`src/hw/sgx_pkg.sv`:
```
// Purpose: constants and types of the serial gpio expander
// Assumes: 10 MHz clk_in, two-wire bus sampled by that clock
// Notes:   offsets, reset values and cycle counts live here, save the blink half period in sgx_top
//
// Summary of operation
// (RQ1) answer address 0100 plus three select pins, bytes 40h to 4Eh
// (RQ2) catch the select pins after reset so eight parts share one bus
// (RQ3) accept byte-write and byte-read transactions on the two-wire bus
// (RQ4) master writes: address with direction 0, command byte, then data
// (RQ5) registers work in pairs; pointer flips to the partner after each write
// (RQ6) any number of written bytes, alternating within the pair
// (RQ7) master reads: command write, repeated start, address with direction 1
// (RQ8) each further read byte comes from the partner register, alternating
// (RQ9) master ends a read by not acknowledging the last byte
// (RQ10) read data is loaded on the falling clock of the acknowledge pulse
// (RQ11) reset puts every register and the bus machine in default state
// (RQ12) all 16 pins start as inputs; push-pull or open-drain selectable
// (RQ13) input pins have both drivers off, only the weak pull-up
// (RQ14) output pins drive the output register bit via high or low driver
// (RQ15) alert asserts when any input pin changes level
// (RQ16) alert clears when input returns or its input register is read
// (RQ17) output pins never cause an alert
// (RQ18) alert clearing tracked per port; one port read leaves other alone
// (RQ19) alert level or pulse; polarity 0 low-active, polarity 1 inverted
// (RQ20) blink or tone mode emits waveform while pin would be low
// (RQ21) clock and data inputs are filtered against short spikes
// (RQ22) bus works from static clock up to 400 kHz
// (RQ23) an alert pulse lasts 250 microseconds
// (RQ24) pulse mode pulses again on each further new input change
// (RQ25) alert function, type and polarity sit in register 10h
// (RQ26) input register shows real pin level for inputs and outputs
// (RQ27) acknowledge own address, command and data; ignore other targets
package sgx_pkg;
  // ----------------------------------------------------------------------
  // bus addressing and register map
  // ----------------------------------------------------------------------
  localparam logic [3:0] I2C_ADDR_HIGH = 4'h4;
  localparam logic [7:0] REG_IN0       = 8'h00;
  localparam logic [7:0] REG_IN1       = 8'h01;
  localparam logic [7:0] REG_OUT0      = 8'h02;
  localparam logic [7:0] REG_OUT1      = 8'h03;
  localparam logic [7:0] REG_POL0      = 8'h04;
  localparam logic [7:0] REG_POL1      = 8'h05;
  localparam logic [7:0] REG_DIR0      = 8'h06;
  localparam logic [7:0] REG_DIR1      = 8'h07;
  localparam logic [7:0] REG_ALERT_CFG = 8'h10;
  localparam logic [7:0] REG_TYPE0     = 8'h12;
  localparam logic [7:0] REG_TYPE1     = 8'h13;
  localparam logic [7:0] PAIR_FLIP     = 8'h01;
  // ----------------------------------------------------------------------
  // reset values
  // ----------------------------------------------------------------------
  localparam logic [7:0] OUT_RST       = 8'hFF;
  localparam logic [7:0] POL_RST       = 8'h00;
  localparam logic [7:0] DIR_RST       = 8'hFF;
  localparam logic [7:0] TYPE_RST      = 8'hFF;
  localparam logic [7:0] ALERT_CFG_RST = 8'h00;
  localparam logic [7:0] UNMAPPED_READ = 8'h00;
  // ----------------------------------------------------------------------
  // alert pin functions and timing
  // ----------------------------------------------------------------------
  localparam logic [1:0] FUNC_INT  = 2'h0;
  localparam logic [1:0] FUNC_LED  = 2'h1;
  localparam logic [1:0] FUNC_BEEP = 2'h2;
  localparam int CLK_FREQ_KHZ       = 10000;
  localparam int ALERT_PULSE_US     = 250;
  localparam int ALERT_PULSE_CYCLES = (ALERT_PULSE_US * CLK_FREQ_KHZ) / 1000;
  localparam logic [11:0] PULSE_LOAD = 12'(ALERT_PULSE_CYCLES);
  localparam logic [11:0] TONE_HALF  = 12'h4E2;
  localparam logic [1:0]  STRAP_WAIT = 2'h3;
  localparam logic [3:0]  BITS_FULL  = 4'h8;
  localparam int FILTER_SAMPLES      = 2;

  typedef struct packed {
    logic [1:0] beep_sel;
    logic [1:0] led_sel;
    logic       invert;
    logic       pulse;
    logic [1:0] func;
  } sgx_alert_cfg_type;

  typedef enum logic [3:0] {
    ST_IDLE, ST_ADDR, ST_ADDR_ACK, ST_CMD, ST_CMD_ACK,
    ST_WDATA, ST_WDATA_ACK, ST_RDATA, ST_RACK
  } sgx_state_type;
endpackage

```
`src/hw/sgx_filter.sv`:
```
// Purpose: two-flop synchroniser and spike filter for one bus line
// Assumes: idle line level is high
// Notes:   output follows only after the line holds for SAMPLES clocks
`timescale 1ns/1ps
`default_nettype none
module sgx_filter
  import sgx_pkg::*;
#(
  parameter int SAMPLES = FILTER_SAMPLES
) (
  input  wire logic clk_in,
  input  wire logic rst_b_in,
  input  wire logic raw_in,
  output logic      clean_out
);
  logic       sync1_r;
  logic       sync2_r;
  logic [2:0] hold_cnt_r;

  always_ff @(posedge clk_in or negedge rst_b_in) begin
    if (!rst_b_in) begin
      sync1_r <= 1'b1;
      sync2_r <= 1'b1;
    end else begin
      sync1_r <= raw_in;
      sync2_r <= sync1_r;
    end
  end

  // a level shorter than SAMPLES clocks never reaches the bus machine
  always_ff @(posedge clk_in or negedge rst_b_in) begin
    if (!rst_b_in) begin
      clean_out  <= 1'b1;
      hold_cnt_r <= 3'h0;
    end else if (sync2_r == clean_out) begin
      hold_cnt_r <= 3'h0;
    end else if (hold_cnt_r == 3'(SAMPLES - 1)) begin
      clean_out  <= sync2_r; // RQ21
      hold_cnt_r <= 3'h0;
    end else begin
      hold_cnt_r <= hold_cnt_r + 3'h1;
    end
  end
endmodule
`default_nettype wire

```
`src/hw/sgx_top.sv`:
```
// Purpose: 16-pin gpio expander behind a two-wire bus target
// Assumes: rst_b_in is the internal power-on reset; pins sampled by clk_in
// Notes:   scl low phase must span several clk_in cycles for the slave reply
`timescale 1ns/1ps
`default_nettype none
module sgx_top
  import sgx_pkg::*;
#(
  parameter int BLINK_HALF_CYCLES = 5000000
) (
  input  wire logic        clk_in,
  input  wire logic        rst_b_in,
  input  wire logic        scl_in,
  input  wire logic        sda_in,
  output logic             sda_line_out,
  output logic             sda_oe_b_out,
  input  wire logic        addr_select_bit_zero_in,
  input  wire logic        addr_select_bit_one_in,
  input  wire logic        addr_select_bit_two_in,
  input  wire logic [15:0] gpio_pin_in,
  output logic      [15:0] gpio_pin_out,
  output logic      [15:0] gpio_pin_oe_b_out,
  output logic             alert_blink_tone_pin_out,
  output logic             alert_blink_tone_pin_oe_b_out
);
  localparam int BW = $clog2(BLINK_HALF_CYCLES + 1);

  // ----------------------------------------------------------------------
  // input conditioning
  // ----------------------------------------------------------------------
  logic [1:0]        bus_raw;
  logic [1:0]        bus_clean;
  logic              scl_q_r;
  logic              sda_q_r;
  logic              scl_rise;
  logic              scl_fall;
  logic              bus_start;
  logic              bus_stop;
  logic [15:0]       gpio_s1_r;
  logic [15:0]       gpio_s2_r;
  logic [2:0]        addr_s1_r;
  logic [2:0]        addr_s2_r;
  logic [1:0]        strap_cnt_r;
  logic              strap_done_r;
  logic [2:0]        dev_addr_r;

  assign bus_raw = {sda_in, scl_in};

  genvar gi;
  generate
    for (gi = 0; gi < 2; gi++) begin : g_filt
      sgx_filter u_filt (
        .clk_in    (clk_in),
        .rst_b_in  (rst_b_in),
        .raw_in    (bus_raw[gi]),
        .clean_out (bus_clean[gi])
      );
    end
  endgenerate

  always_ff @(posedge clk_in or negedge rst_b_in) begin
    if (!rst_b_in) begin
      scl_q_r <= 1'b1;
      sda_q_r <= 1'b1;
    end else begin
      scl_q_r <= bus_clean[0];
      sda_q_r <= bus_clean[1];
    end
  end

  assign scl_rise  = bus_clean[0] & ~scl_q_r;
  assign scl_fall  = ~bus_clean[0] & scl_q_r;
  assign bus_start = strap_done_r & bus_clean[0] & scl_q_r & sda_q_r & ~bus_clean[1];
  assign bus_stop  = bus_clean[0] & scl_q_r & ~sda_q_r & bus_clean[1];

  always_ff @(posedge clk_in or negedge rst_b_in) begin
    if (!rst_b_in) begin
      gpio_s1_r <= 16'h0000;
      gpio_s2_r <= 16'h0000;
      addr_s1_r <= 3'h0;
      addr_s2_r <= 3'h0;
    end else begin
      gpio_s1_r <= gpio_pin_in;
      gpio_s2_r <= gpio_s1_r;
      addr_s1_r <= {addr_select_bit_two_in, addr_select_bit_one_in, addr_select_bit_zero_in};
      addr_s2_r <= addr_s1_r;
    end
  end

  // straps are caught once the synchroniser has filled after release
  always_ff @(posedge clk_in or negedge rst_b_in) begin
    if (!rst_b_in) begin
      strap_cnt_r  <= 2'h0;
      strap_done_r <= 1'b0;
      dev_addr_r   <= 3'h0;
    end else if (!strap_done_r) begin
      strap_cnt_r <= strap_cnt_r + 2'h1;
      if (strap_cnt_r == STRAP_WAIT) begin
        dev_addr_r   <= addr_s2_r; // RQ2
        strap_done_r <= 1'b1;
      end
    end
  end

  // ----------------------------------------------------------------------
  // register file
  // ----------------------------------------------------------------------
  logic [1:0][7:0]   out_r;
  logic [1:0][7:0]   pol_r;
  logic [1:0][7:0]   dir_r;
  logic [1:0][7:0]   type_r;
  sgx_alert_cfg_type acfg_r;
  logic [15:0]       out_vec;
  logic [15:0]       dir_vec;
  logic [15:0]       in_val;
  logic [15:0]       high_side_driver;
  logic [15:0]       low_side_driver;
  sgx_state_type     st_r;
  logic [3:0]        bitcnt_r;
  logic [7:0]        shift_r;
  logic [7:0]        ptr_r;
  logic [7:0]        tx_r;
  logic              rw_r;
  logic              nack_r;
  logic              sda_low_r;
  logic              wr_en;
  logic              rd_take;
  logic [7:0]        rd_idx;
  logic [7:0]        rd_data;
  logic              addr_hit;

  assign out_vec = {out_r[1], out_r[0]};
  assign dir_vec = {dir_r[1], dir_r[0]};
  assign in_val  = gpio_s2_r ^ {pol_r[1], pol_r[0]}; // RQ26

  always_comb begin
    rd_data = UNMAPPED_READ;
    if (rd_idx == REG_IN0) begin
      rd_data = in_val[7:0];
    end else if (rd_idx == REG_IN1) begin
      rd_data = in_val[15:8];
    end else if (rd_idx == REG_OUT0) begin
      rd_data = out_r[0];
    end else if (rd_idx == REG_OUT1) begin
      rd_data = out_r[1];
    end else if (rd_idx == REG_POL0) begin
      rd_data = pol_r[0];
    end else if (rd_idx == REG_POL1) begin
      rd_data = pol_r[1];
    end else if (rd_idx == REG_DIR0) begin
      rd_data = dir_r[0];
    end else if (rd_idx == REG_DIR1) begin
      rd_data = dir_r[1];
    end else if (rd_idx == REG_ALERT_CFG) begin
      rd_data = acfg_r;
    end else if (rd_idx == REG_TYPE0) begin
      rd_data = type_r[0];
    end else if (rd_idx == REG_TYPE1) begin
      rd_data = type_r[1];
    end
  end

  always_ff @(posedge clk_in or negedge rst_b_in) begin
    if (!rst_b_in) begin
      out_r  <= {OUT_RST, OUT_RST}; // RQ11
      pol_r  <= {POL_RST, POL_RST};
      dir_r  <= {DIR_RST, DIR_RST}; // RQ12
      type_r <= {TYPE_RST, TYPE_RST};
      acfg_r <= ALERT_CFG_RST;
    end else if (wr_en) begin
      if (ptr_r == REG_OUT0) begin
        out_r[0] <= shift_r;
      end else if (ptr_r == REG_OUT1) begin
        out_r[1] <= shift_r;
      end else if (ptr_r == REG_POL0) begin
        pol_r[0] <= shift_r;
      end else if (ptr_r == REG_POL1) begin
        pol_r[1] <= shift_r;
      end else if (ptr_r == REG_DIR0) begin
        dir_r[0] <= shift_r;
      end else if (ptr_r == REG_DIR1) begin
        dir_r[1] <= shift_r;
      end else if (ptr_r == REG_ALERT_CFG) begin
        acfg_r <= shift_r; // RQ25
      end else if (ptr_r == REG_TYPE0) begin
        type_r[0] <= shift_r;
      end else if (ptr_r == REG_TYPE1) begin
        type_r[1] <= shift_r;
      end
    end
  end

  // ----------------------------------------------------------------------
  // bus target state machine
  // ----------------------------------------------------------------------
  assign addr_hit = (shift_r[7:1] == {I2C_ADDR_HIGH, dev_addr_r}); // RQ1
  assign wr_en    = (st_r == ST_WDATA) && scl_fall && (bitcnt_r == BITS_FULL);
  assign rd_take  = scl_fall && (((st_r == ST_ADDR_ACK) && rw_r) || ((st_r == ST_RACK) && !nack_r));
  assign rd_idx   = (st_r == ST_RACK) ? (ptr_r ^ PAIR_FLIP) : ptr_r; // RQ8

  always_ff @(posedge clk_in or negedge rst_b_in) begin
    if (!rst_b_in) begin
      st_r      <= ST_IDLE; // RQ11
      bitcnt_r  <= 4'h0;
      shift_r   <= 8'h00;
      ptr_r     <= 8'h00;
      tx_r      <= 8'h00;
      rw_r      <= 1'b0;
      nack_r    <= 1'b0;
      sda_low_r <= 1'b0;
    end else if (bus_stop) begin
      st_r      <= ST_IDLE; // RQ3
      sda_low_r <= 1'b0;
    end else if (bus_start) begin
      st_r      <= ST_ADDR; // RQ7
      bitcnt_r  <= 4'h0;
      sda_low_r <= 1'b0;
    // no bus timeout anywhere, so a stalled or slow clock just parks the machine
    end else if (scl_rise) begin // RQ22
      if (st_r == ST_ADDR || st_r == ST_CMD || st_r == ST_WDATA) begin
        shift_r  <= {shift_r[6:0], bus_clean[1]};
        bitcnt_r <= bitcnt_r + 4'h1;
      end else if (st_r == ST_RDATA) begin
        bitcnt_r <= bitcnt_r + 4'h1;
      end else if (st_r == ST_RACK) begin
        nack_r <= bus_clean[1]; // RQ9
      end
    end else if (scl_fall) begin
      case (st_r)
        ST_ADDR: begin
          if (bitcnt_r == BITS_FULL) begin
            if (addr_hit) begin
              st_r      <= ST_ADDR_ACK; // RQ27
              rw_r      <= shift_r[0];
              sda_low_r <= 1'b1;
            end else begin
              st_r <= ST_IDLE; // RQ27
            end
          end
        end
        ST_ADDR_ACK: begin
          bitcnt_r <= 4'h0;
          if (rw_r) begin
            st_r      <= ST_RDATA;
            tx_r      <= rd_data; // RQ10
            sda_low_r <= ~rd_data[7];
          end else begin
            st_r      <= ST_CMD; // RQ4
            sda_low_r <= 1'b0;
          end
        end
        ST_CMD: begin
          if (bitcnt_r == BITS_FULL) begin
            ptr_r     <= shift_r;
            st_r      <= ST_CMD_ACK;
            sda_low_r <= 1'b1; // RQ27
          end
        end
        ST_CMD_ACK, ST_WDATA_ACK: begin
          st_r      <= ST_WDATA;
          bitcnt_r  <= 4'h0;
          sda_low_r <= 1'b0;
        end
        ST_WDATA: begin
          if (bitcnt_r == BITS_FULL) begin
            ptr_r     <= ptr_r ^ PAIR_FLIP; // RQ5 RQ6
            st_r      <= ST_WDATA_ACK;
            sda_low_r <= 1'b1;
          end
        end
        ST_RDATA: begin
          if (bitcnt_r == BITS_FULL) begin
            st_r      <= ST_RACK;
            sda_low_r <= 1'b0;
          end else begin
            tx_r      <= {tx_r[6:0], 1'b0};
            sda_low_r <= ~tx_r[6];
          end
        end
        ST_RACK: begin
          bitcnt_r <= 4'h0;
          if (nack_r) begin
            st_r <= ST_IDLE; // RQ9
          end else begin
            st_r      <= ST_RDATA;
            ptr_r     <= rd_idx; // RQ8
            tx_r      <= rd_data; // RQ10
            sda_low_r <= ~rd_data[7];
          end
        end
        default: begin
          sda_low_r <= 1'b0;
        end
      endcase
    end
  end

  assign sda_line_out = 1'b0;
  assign sda_oe_b_out = ~sda_low_r;

  // ----------------------------------------------------------------------
  // pin drivers
  // ----------------------------------------------------------------------
  assign high_side_driver  = ~dir_vec & out_vec & {type_r[1], type_r[0]}; // RQ12 RQ14
  assign low_side_driver   = ~dir_vec & ~out_vec; // RQ14
  assign gpio_pin_out      = out_vec;
  assign gpio_pin_oe_b_out = ~(high_side_driver | low_side_driver); // RQ13

  // ----------------------------------------------------------------------
  // change alert
  // ----------------------------------------------------------------------
  logic [15:0]   snap_r;
  logic [15:0]   mism;
  logic [15:0]   mism_q_r;
  logic          new_ev;
  logic [11:0]   pulse_cnt_r;
  logic          alert_active;
  logic          int_val;
  logic [BW-1:0] blink_cnt_r;
  logic          blink_r;
  logic [11:0]   tone_cnt_r;
  logic          tone_r;

  // quiet until the straps settle, else the synchroniser reset value looks like a change
  assign mism   = {16{strap_done_r}} & dir_vec & (gpio_s2_r ^ snap_r); // RQ15 RQ17
  assign new_ev = |(mism & ~mism_q_r);

  // output pins keep their snapshot current, so a later turn to input is quiet
  always_ff @(posedge clk_in or negedge rst_b_in) begin
    if (!rst_b_in) begin
      snap_r   <= 16'h0000;
      mism_q_r <= 16'h0000;
    end else begin
      mism_q_r <= mism;
      if (!strap_done_r) begin
        snap_r <= gpio_s2_r;
      end else begin
        snap_r <= (snap_r & dir_vec) | (gpio_s2_r & ~dir_vec);
        if (rd_take && rd_idx == REG_IN0) begin
          snap_r[7:0] <= gpio_s2_r[7:0]; // RQ16 RQ18
        end else if (rd_take && rd_idx == REG_IN1) begin
          snap_r[15:8] <= gpio_s2_r[15:8]; // RQ16 RQ18
        end
      end
    end
  end

  always_ff @(posedge clk_in or negedge rst_b_in) begin
    if (!rst_b_in) begin
      pulse_cnt_r <= 12'h000;
    end else if (new_ev && acfg_r.pulse) begin
      pulse_cnt_r <= PULSE_LOAD; // RQ23 RQ24
    end else if (pulse_cnt_r != 12'h000) begin
      pulse_cnt_r <= pulse_cnt_r - 12'h001;
    end
  end

  // blink and tone run free; only the gating follows the alert
  always_ff @(posedge clk_in or negedge rst_b_in) begin
    if (!rst_b_in) begin
      blink_cnt_r <= '0;
      blink_r     <= 1'b0;
      tone_cnt_r  <= 12'h000;
      tone_r      <= 1'b0;
    end else begin
      blink_cnt_r <= blink_cnt_r + 1'b1;
      tone_cnt_r  <= tone_cnt_r + 12'h001;
      if (blink_cnt_r == BW'(BLINK_HALF_CYCLES - 1)) begin
        blink_cnt_r <= '0;
        blink_r     <= ~blink_r;
      end
      if (tone_cnt_r == TONE_HALF - 12'h001) begin
        tone_cnt_r <= 12'h000;
        tone_r     <= ~tone_r;
      end
    end
  end

  assign alert_active = acfg_r.pulse ? (pulse_cnt_r != 12'h000) : (|mism);
  assign int_val      = acfg_r.invert ? alert_active : ~alert_active; // RQ19

  always_ff @(posedge clk_in or negedge rst_b_in) begin
    if (!rst_b_in) begin
      alert_blink_tone_pin_out      <= 1'b1;
      alert_blink_tone_pin_oe_b_out <= 1'b1;
    end else if (acfg_r.func == FUNC_LED) begin
      alert_blink_tone_pin_out      <= int_val | ((acfg_r.led_sel != 2'h0) & blink_r); // RQ20
      alert_blink_tone_pin_oe_b_out <= 1'b0;
    end else if (acfg_r.func == FUNC_BEEP) begin
      alert_blink_tone_pin_out      <= int_val | ((acfg_r.beep_sel != 2'h0) & tone_r); // RQ20
      alert_blink_tone_pin_oe_b_out <= 1'b0;
    end else begin
      alert_blink_tone_pin_out      <= int_val;
      alert_blink_tone_pin_oe_b_out <= int_val; // RQ19
    end
  end
endmodule
`default_nettype wire

```
`config.mk`:
```
export PLATFORM = sky130hd
export DESIGN_NAME = sgx_top
export DESIGN_NICKNAME = d
export VERILOG_FILES = /design/src/hw/sgx_pkg.sv /design/src/hw/sgx_filter.sv /design/src/hw/sgx_top.sv
export SDC_FILE = /design/constraint.sdc
export NUM_CORES = 1
export LEC_CHECK = 0
export BUFFER_PORTS_ARGS = -buffer_cell sky130_fd_sc_hd__buf_2
export CAP_MARGIN = 15
export CORE_MARGIN = 2
export CORE_UTILIZATION = 42
export DETAILED_ROUTE_END_ITERATION = 6
export GPL_TIMING_DRIVEN = 1
export SLEW_MARGIN = 25
export SYNTH_ARGS = -nofsm -noshare
export SYNTH_HDL_FRONTEND = slang
export SYNTH_HIERARCHICAL = 1
export SYNTH_SLANG_ARGS = --single-unit
```
`constraint.sdc`:
```
create_clock -name clk_in -period 2.7 [get_ports clk_in]
set_input_delay 0.405 -clock clk_in [delete_from_list [all_inputs] [get_ports clk_in]]
set_output_delay 0.405 -clock clk_in [all_outputs]
set_load 0.1 [all_outputs]
```
==> flow_summary.yaml, run 1 <==
sta:
  maxSlewHeadroom: 0.573
  rsz0062_at_grt: "false"
  worst_pin_slew_ns: 0.640
  setup_tns_ns: 0
  hold_viol: 0
  maxSlewViolCount: 0
  final-setup-viol-count: 0
  fin_skew_ns: 0.0268
  min_period_over_period: 0.942
  fin_crit_ns: 2.54
  max_freq_mhz: 393
drt:
  avgRoutedWirePerCell_um: 19.5
  firstDrtPassIters: 7
  routed_wirelength_mm: 30.1
  first_iter_violations: 618
  final_antenna_net_count: 0
  drc: 0
  vias_per_cell: 5.47
  num_vias: 8439
min_path:
  min_to: "gpio_s2_r[9]$_DFF_PN0_"
  hold_path.startpoint: "gpio_s1_r[9]$_DFF_PN0_"
  hold_depth: 0
  hold_class: "register to register"
logic_synthesis:
  synth_top_family_by_area: "simple AND/OR/NAND/NOR gates"
  synthSimpleGateAreaFrac: 0.150
  synth.avg_cell_area_um2: 11.0
  synth_edf_count: 0
  synth.area.top_cells: "dfrtp_1 41%, dfstp_2 13%, mux2_1 6.1%, xnor2_1 4.0%, nand2_1 3.3%"
  synth_area_leader_cell: "dfrtp_1"
  synth_nets: 1086
  synthAdderAreaFrac: 0.0119
  synthCells: 1052
  syn_area_mm2: 0.0115
  synthFlopType: "dfrtp_1"
  ys_top_cells_by_count: "189 x dfrtp_1, 101 x nand2_1, 76 x nor2_1"
  synth-seq-area-share: 0.542
  yosys.area.top_type_share: 0.410
  synth.distinct_cells: 70
  yosysMostFrequentCell: "dfrtp_1"
  synth-compound-area-share: 0.104
  ys_ff_latch: 247
  yosysWarningCount: 6
  yosys.area_share.xor_xnor: 0.0599
  synth.mux.area_fraction: 0.103
  async_flop_share: 1.00
setup_path:
  cp_max_fo: 17
  worst_r2r_startpoint: "st_r[3]$_DFFE_PN0P_"
  crit_slowest_cell: "dfrtp_1"
  crit_type: "register to register"
  critPathMostFrequentCell: "nor2b_1"
  rr_worst_depth: 11
  ff2ff_setup_slack_ns: 0.16
  cp-end-kind: "register"
  cp.arrival_ns: 2.98
  crit_path_max_incr_delay_ns: 0.37
  r2r_end: "sda_low_r$_DFFE_PN0P_"
  path_cells: "nor2b_1 > nand2_1 > clkinv_1 > ha_4 > buf_12 > nor2b_1 > a22oi_1 > a2bb2oi_1 > a211oi_1 > o31a_1 > o31ai_1"
  cp_data_required_time_ns: 3.13
  crit_path_start_kind: "register"
global_route:
  antenna_found_initial: 0
  grt_max_degree: 75
  grt.total_usage: 0.212
  first_global_vias: 8393
  grt_overflow: 0
  grt_pass1_wl_mm: 47.7
pwr:
  leakagePower_nw: 6.32
  totalPowerFinal_mw: 8.74
  p_per_area_mw_per_mm2: 634
  ir_drop_mv: 0.486
layout:
  num_antenna_cells: 0
  area_delta_synth_final_pct: 19.4
  post_route_cells_drive_above_1_share: 0.221
  final_nets: 1214
  final_cell_count_no_fill: 1543
clocking:
  clk-insertion-delay-late_ns: 0.56
  cts_tree: "built"
  post_cts.repair.setup_buffers: 0
  ctsHtreeMaxLevel: 1
  cts_buffers: 28
  clk_pin_slew_ns: 0.06
  root_buffer: "clkbuf_16"
  max-clock-path-buffers: 3
  cts.sinks: 247
placement:
  dp_hpwl_mm: 21.4
  gp_congestion: 0.877
  dp_cells: 1468
  portBuffers: 57
die:
  die_w_um: 170
  die_y_um: 170
  core_area_mm2: 0.0270
  dieArea_mm2: 0.0288
  io_pins: 59
  rows: 60
  initial_core_util: 0.428
flow_run:
  maxCapViolCount: 0
run_status:
  status: "finished, final reports clean"
[what timing repair did]
action / in CTS / in global routing
setup endpoints to repair: 0 / 3
hold buffers: 22 / 0
hold endpoints to repair: 72 / 0
resized for setup: 0 / 2
[sequential cells by signal (all words and copies together), names as in the netlist, 16 cells and up, named ones only]
signal and cells:
mism_q_r 16, gpio_s2_r 16, blink_cnt_r 23, pol_r 16, gpio_pin_out 16, dir_r 16, type_r 16, gpio_s1_r 16
[kinds of logic after synthesis]
| kind of cell | after synthesis |
|---|---|
| other cells | 1 |
| buf+inv | 84 |
| flops | 247 |
| xor+xnor | 79 |
| fa+ha+maj | 11 |
| mux | 106 |
| simple gates | 344 |
| compound gates | 180 |
[cell usage in the layout, fill, tap and decap left out, types with 5 or more instances in the layout]
cell	instances
a22oi_1	6
nand3_1	27
clkbuf_8	7
buf_2	56
a211oi_1	9
inv_1	44
or4_1	7
clkbuf_16	29
o21ai_1	24
a2bb2oi_1	7
nand2b_1	11
nand4_1	14
xor2_1	26
a31oi_1	8
nand3b_1	7
nor3_1	27
o21ai_0	35
nor2b_1	12
buf_4	54
o22ai_1	14
dfrtp_1	189
and3_1	10
a21o_1	20
and4_1	5
nor2_1	76
clkinv_2	5
o221ai_1	7
mux2i_1	11
ha_1	10
mux2_2	31
mux2_1	63
or3_1	6
nor4_1	13
xnor2_1	53
dlygate4sd3_1	22
nand2_1	101
a21oi_1	15
dfstp_2	58
[critical path, delay by kind of cell, from the launching register on]
kind	cells	cell delay [ns]
flops	1	0.37
buf+inv	2	0.32
compound gates	5	1.01
fa+ha+maj	1	0.37
simple gates	3	0.38
[per-stage QoR]
| stage | hold slack, ns | util | cell area (um2) | worst slack [ns] |
|---|---|---|---|---|
| floorplan | 0.109 | - | 11500 | 0.0409 |
| global placement | 0.332 | 0.466 | 12500 | 0.170 |
| detailed placement | 0.335 | 0.466 | 12500 | 0.136 |
| CTS | 0.349 | 0.510 | 13700 | 0.106 |
| global route | 0.351 | 0.511 | 13800 | 0.0148 |
| finish | 0.344 | 0.511 | 13800 | 0.155 |
[metal layers]
metal | part of all wire | GRT usage
met5 | 0 | 0
met4 | 0.020 | 0.0557
met1 | 0.49 | 0.319
met2 | 0.44 | 0.320
met3 | 0.057 | 0.0329
[layout make-up]
type / count / area, um2
timing repair buffer: 136 / 986
tap: 341 / 427
multi-input combinational: 721 / 4970
fill: 2403 / 13200
sequential: 247 / 6250
inverter: 46 / 173
clock inverter: 13 / 164
clock buffer: 39 / 812
[worst max-delay path by stage]
stage	from	to	slack (ns)	depth (start not counted)
after floorplan	st_r[0]$_DFFE_PN0P_	sda_low_r$_DFFE_PN0P_	0.04	12
after detailed placement	st_r[3]$_DFFE_PN0P_	sda_low_r$_DFFE_PN0P_	0.14	11
after CTS	st_r[3]$_DFFE_PN0P_	sda_low_r$_DFFE_PN0P_	0.11	11
after global routing	st_r[3]$_DFFE_PN0P_	sda_low_r$_DFFE_PN0P_	0.01	10
final	st_r[3]$_DFFE_PN0P_	sda_low_r$_DFFE_PN0P_	0.16	11
after global placement	st_r[3]$_DFFE_PN0P_	tx_r[6]$_DFFE_PN0P_	0.17	10
[report_power, final]
part / total (mW) / switching, mW / leakage [nW] / internal, mW
Sequential: 4.00 / 0.136 / 3.07 / 3.86
Clock: 3.94 / 1.55 / 0.477 / 2.39
Combinational: 0.800 / 0.499 / 2.78 / 0.302
No activity file was read; power rests on OpenSTA's default activity.
==> run 2: changes to the inputs <==
--- a/config.mk
+++ b/config.mk
@@ -11,6 +11,7 @@
 export CORE_UTILIZATION = 42
 export DETAILED_ROUTE_END_ITERATION = 6
 export GPL_TIMING_DRIVEN = 1
+export PLACE_DENSITY = 0.72
 export SLEW_MARGIN = 25
 export SYNTH_ARGS = -nofsm -noshare
 export SYNTH_HDL_FRONTEND = slang
==> run 2 against run 1 <==
  * Fmax increased by 1.9%
  * Cell count decreased by 1.0%
  * Clock power decreased by 14%
  * Largest cell class unchanged
  * Routed wire length decreased by 4.1%
  * Register-to-register slack improved by 0.05 ns
  * Sequential share of layout area increased by 0.75 points
  * Via count increased by 1.0%
  * Clock-buffer cell count decreased by 4
  * First-iteration DRC count decreased by 15%
  * Combinational power decreased by 5.6%
  * Global-route usage decreased by 1.1 points
==> flow_summary.yaml, run 2 (synthesis results as in run 1) <==
clocking:
  cts.sinks: 247
  clk_pin_slew_ns: 0.06
  cts_buffers: 25
  ctsHtreeMaxLevel: 1
  max-clock-path-buffers: 3
  root_buffer: "clkbuf_16"
  cts_tree: "built"
  clk-insertion-delay-late_ns: 0.52
  post_cts.repair.setup_buffers: 0
pwr:
  ir_drop_mv: 0.493
  p_per_area_mw_per_mm2: 603
  leakagePower_nw: 6.19
setup_path:
  cp_data_required_time_ns: 3.11
  rr_worst_depth: 8
  ff2ff_setup_slack_ns: 0.20
  cp-end-kind: "register"
  crit_type: "register to register"
  cp.arrival_ns: 2.90
  r2r_end: "pulse_cnt_r[6]$_DFFE_PN0P_"
  worst_r2r_startpoint: "strap_done_r$_DFF_PN0_"
  cp_max_fo: 12
  crit_path_start_kind: "register"
die:
  core_area_mm2: 0.0270
  rows: 60
  die_y_um: 170
  initial_core_util: 0.428
  die_w_um: 170
  io_pins: 59
  dieArea_mm2: 0.0288
global_route:
  grt.total_usage: 0.202
  first_global_vias: 8425
  grt_overflow: 0
  grt_pass1_wl_mm: 45.6
  antenna_found_initial: 0
  grt_max_degree: 77
layout:
  fill_cells: 2319
  final_nets: 1201
  layout_common_cells: "189 x dfrtp_1, 100 x nand2_1, 76 x nor2_1"
  largest_register: "blink_cnt_r"
  area_delta_synth_final_pct: 17.4
  post_route_cells_drive_above_1_share: 0.213
  largest_reg_flops: 23
  num_antenna_cells: 0
  final_common_cell: "dfrtp_1"
  final_area_mm2: 0.0136
sta:
  final-setup-viol-count: 0
  maxSlewViolCount: 0
  rsz0062_at_grt: "false"
  min_period_over_period: 0.925
  fin_crit_ns: 2.50
  hold_viol: 0
  worst_pin_slew_ns: 0.743
  fin_skew_ns: 0.0140
  setup_tns_ns: 0
  maxSlewHeadroom: 0.504
  max_freq_mhz: 401
min_path:
  min_to: "gpio_s2_r[1]$_DFF_PN0_"
  hold_depth: 0
  hold_class: "register to register"
  hold_path.startpoint: "gpio_s1_r[1]$_DFF_PN0_"
placement:
  gp_congestion: 0.903
  dp_hpwl_mm: 20.3
  placed_cell_area_mm2: 0.0125
  portBuffers: 57
flow_run:
  maxCapViolCount: 0
drt:
  avgRoutedWirePerCell_um: 18.9
  final_antenna_net_count: 0
  vias_per_cell: 5.58
  num_vias: 8526
  first_iter_violations: 525
  routed_wirelength_mm: 28.9
  drc: 0
  firstDrtPassIters: 5
run_status:
  status: "finished, final reports clean"
==> run 2: changes by cell type in the layout (fill, tap and decap cells not counted), moves of 2 or more <==
cell       change
clkinv_4       -2
clkbuf_8       -2
buf_12         +2
bufinv_16      -2
buf_4         -11
clkbuf_16      -4
==> run 2: metal layers <==
layer | track usage | vias to the layer above | share of wire
met3 | 0.0289 | 62 | 0.064
met1 | 0.282 | 4252 | 0.44
met2 | 0.325 | 262 | 0.46
met5 | 0 | - | 0
li1 | - | 3950 | -
met4 | 0.0661 | 0 | 0.029
==> run 2: critical path, cell delays in order, from the launching register on <==
cell     delay (ns)
dfrtp_1        0.62
nand2_1        0.21
nor3_1         0.06
or4_1          0.55
nor4_2         0.26
buf_4          0.18
a31oi_1        0.07
buf_4          0.19
a211o_1        0.23
==> run 2: where the power goes <==
group / internal [mW] / leakage (nW) / switching (mW)
clock: 1.94 / 0.392 / 1.45
combinational: 0.293 / 2.73 / 0.462
sequential: 3.86 / 3.07 / 0.177
total: 6.09 / 6.19 / 2.09
==> run 2: how the worst max path moves through the flow <==
stage | from | endpoint | slack [ns]
2_1_floorplan | st_r[0]$_DFFE_PN0P_ | sda_low_r$_DFFE_PN0P_ | 0.04
3_3_place_gp | strap_done_r$_DFF_PN0_ | pulse_cnt_r[6]$_DFFE_PN0P_ | 0.12
3_5_place_dp | strap_done_r$_DFF_PN0_ | pulse_cnt_r[6]$_DFFE_PN0P_ | 0.11
4_1_cts | st_r[3]$_DFFE_PN0P_ | tx_r[6]$_DFFE_PN0P_ | 0.08
5_1_grt | st_r[1]$_DFFE_PN0P_ | tx_r[6]$_DFFE_PN0P_ | 0.02
6_report | strap_done_r$_DFF_PN0_ | pulse_cnt_r[6]$_DFFE_PN0P_ | 0.20
==> run 2: metrics by stage <==
step                setup slack, ns   util  power, mW  hold WS [ns]  cells
global route                 0.0174  0.503       8.51         0.353   1527
global placement              0.118  0.464       4.81         0.333   1459
finish                        0.204  0.503       8.18         0.346   1527
CTS                          0.0799  0.502       8.24      0.000121   1526
floorplan                    0.0409      -       4.51         0.109   1052
detailed placement            0.105  0.464       4.83         0.335   1459
==> run 2: layout make-up <==
cell class,instances,area (um2),area share
inverters,46,173,0.0127
flip-flops and latches,247,6250,0.461
clock inverters,11,91.3,0.00674
repair buffers,126,918,0.0677
clock buffers,35,713,0.0526
multi-input cells,721,4980,0.368
well taps,341,427,0.0315
==> run 2: repair_timing <==
| action | 4_1_cts | 5_1_grt |
|---|---|---|
| hold buffers | 21 | 1 |
| endpoints found under the hold margin | 76 | 1 |
| resized for setup | 0 | 6 |
| endpoints found under the setup margin | 0 | 7 |
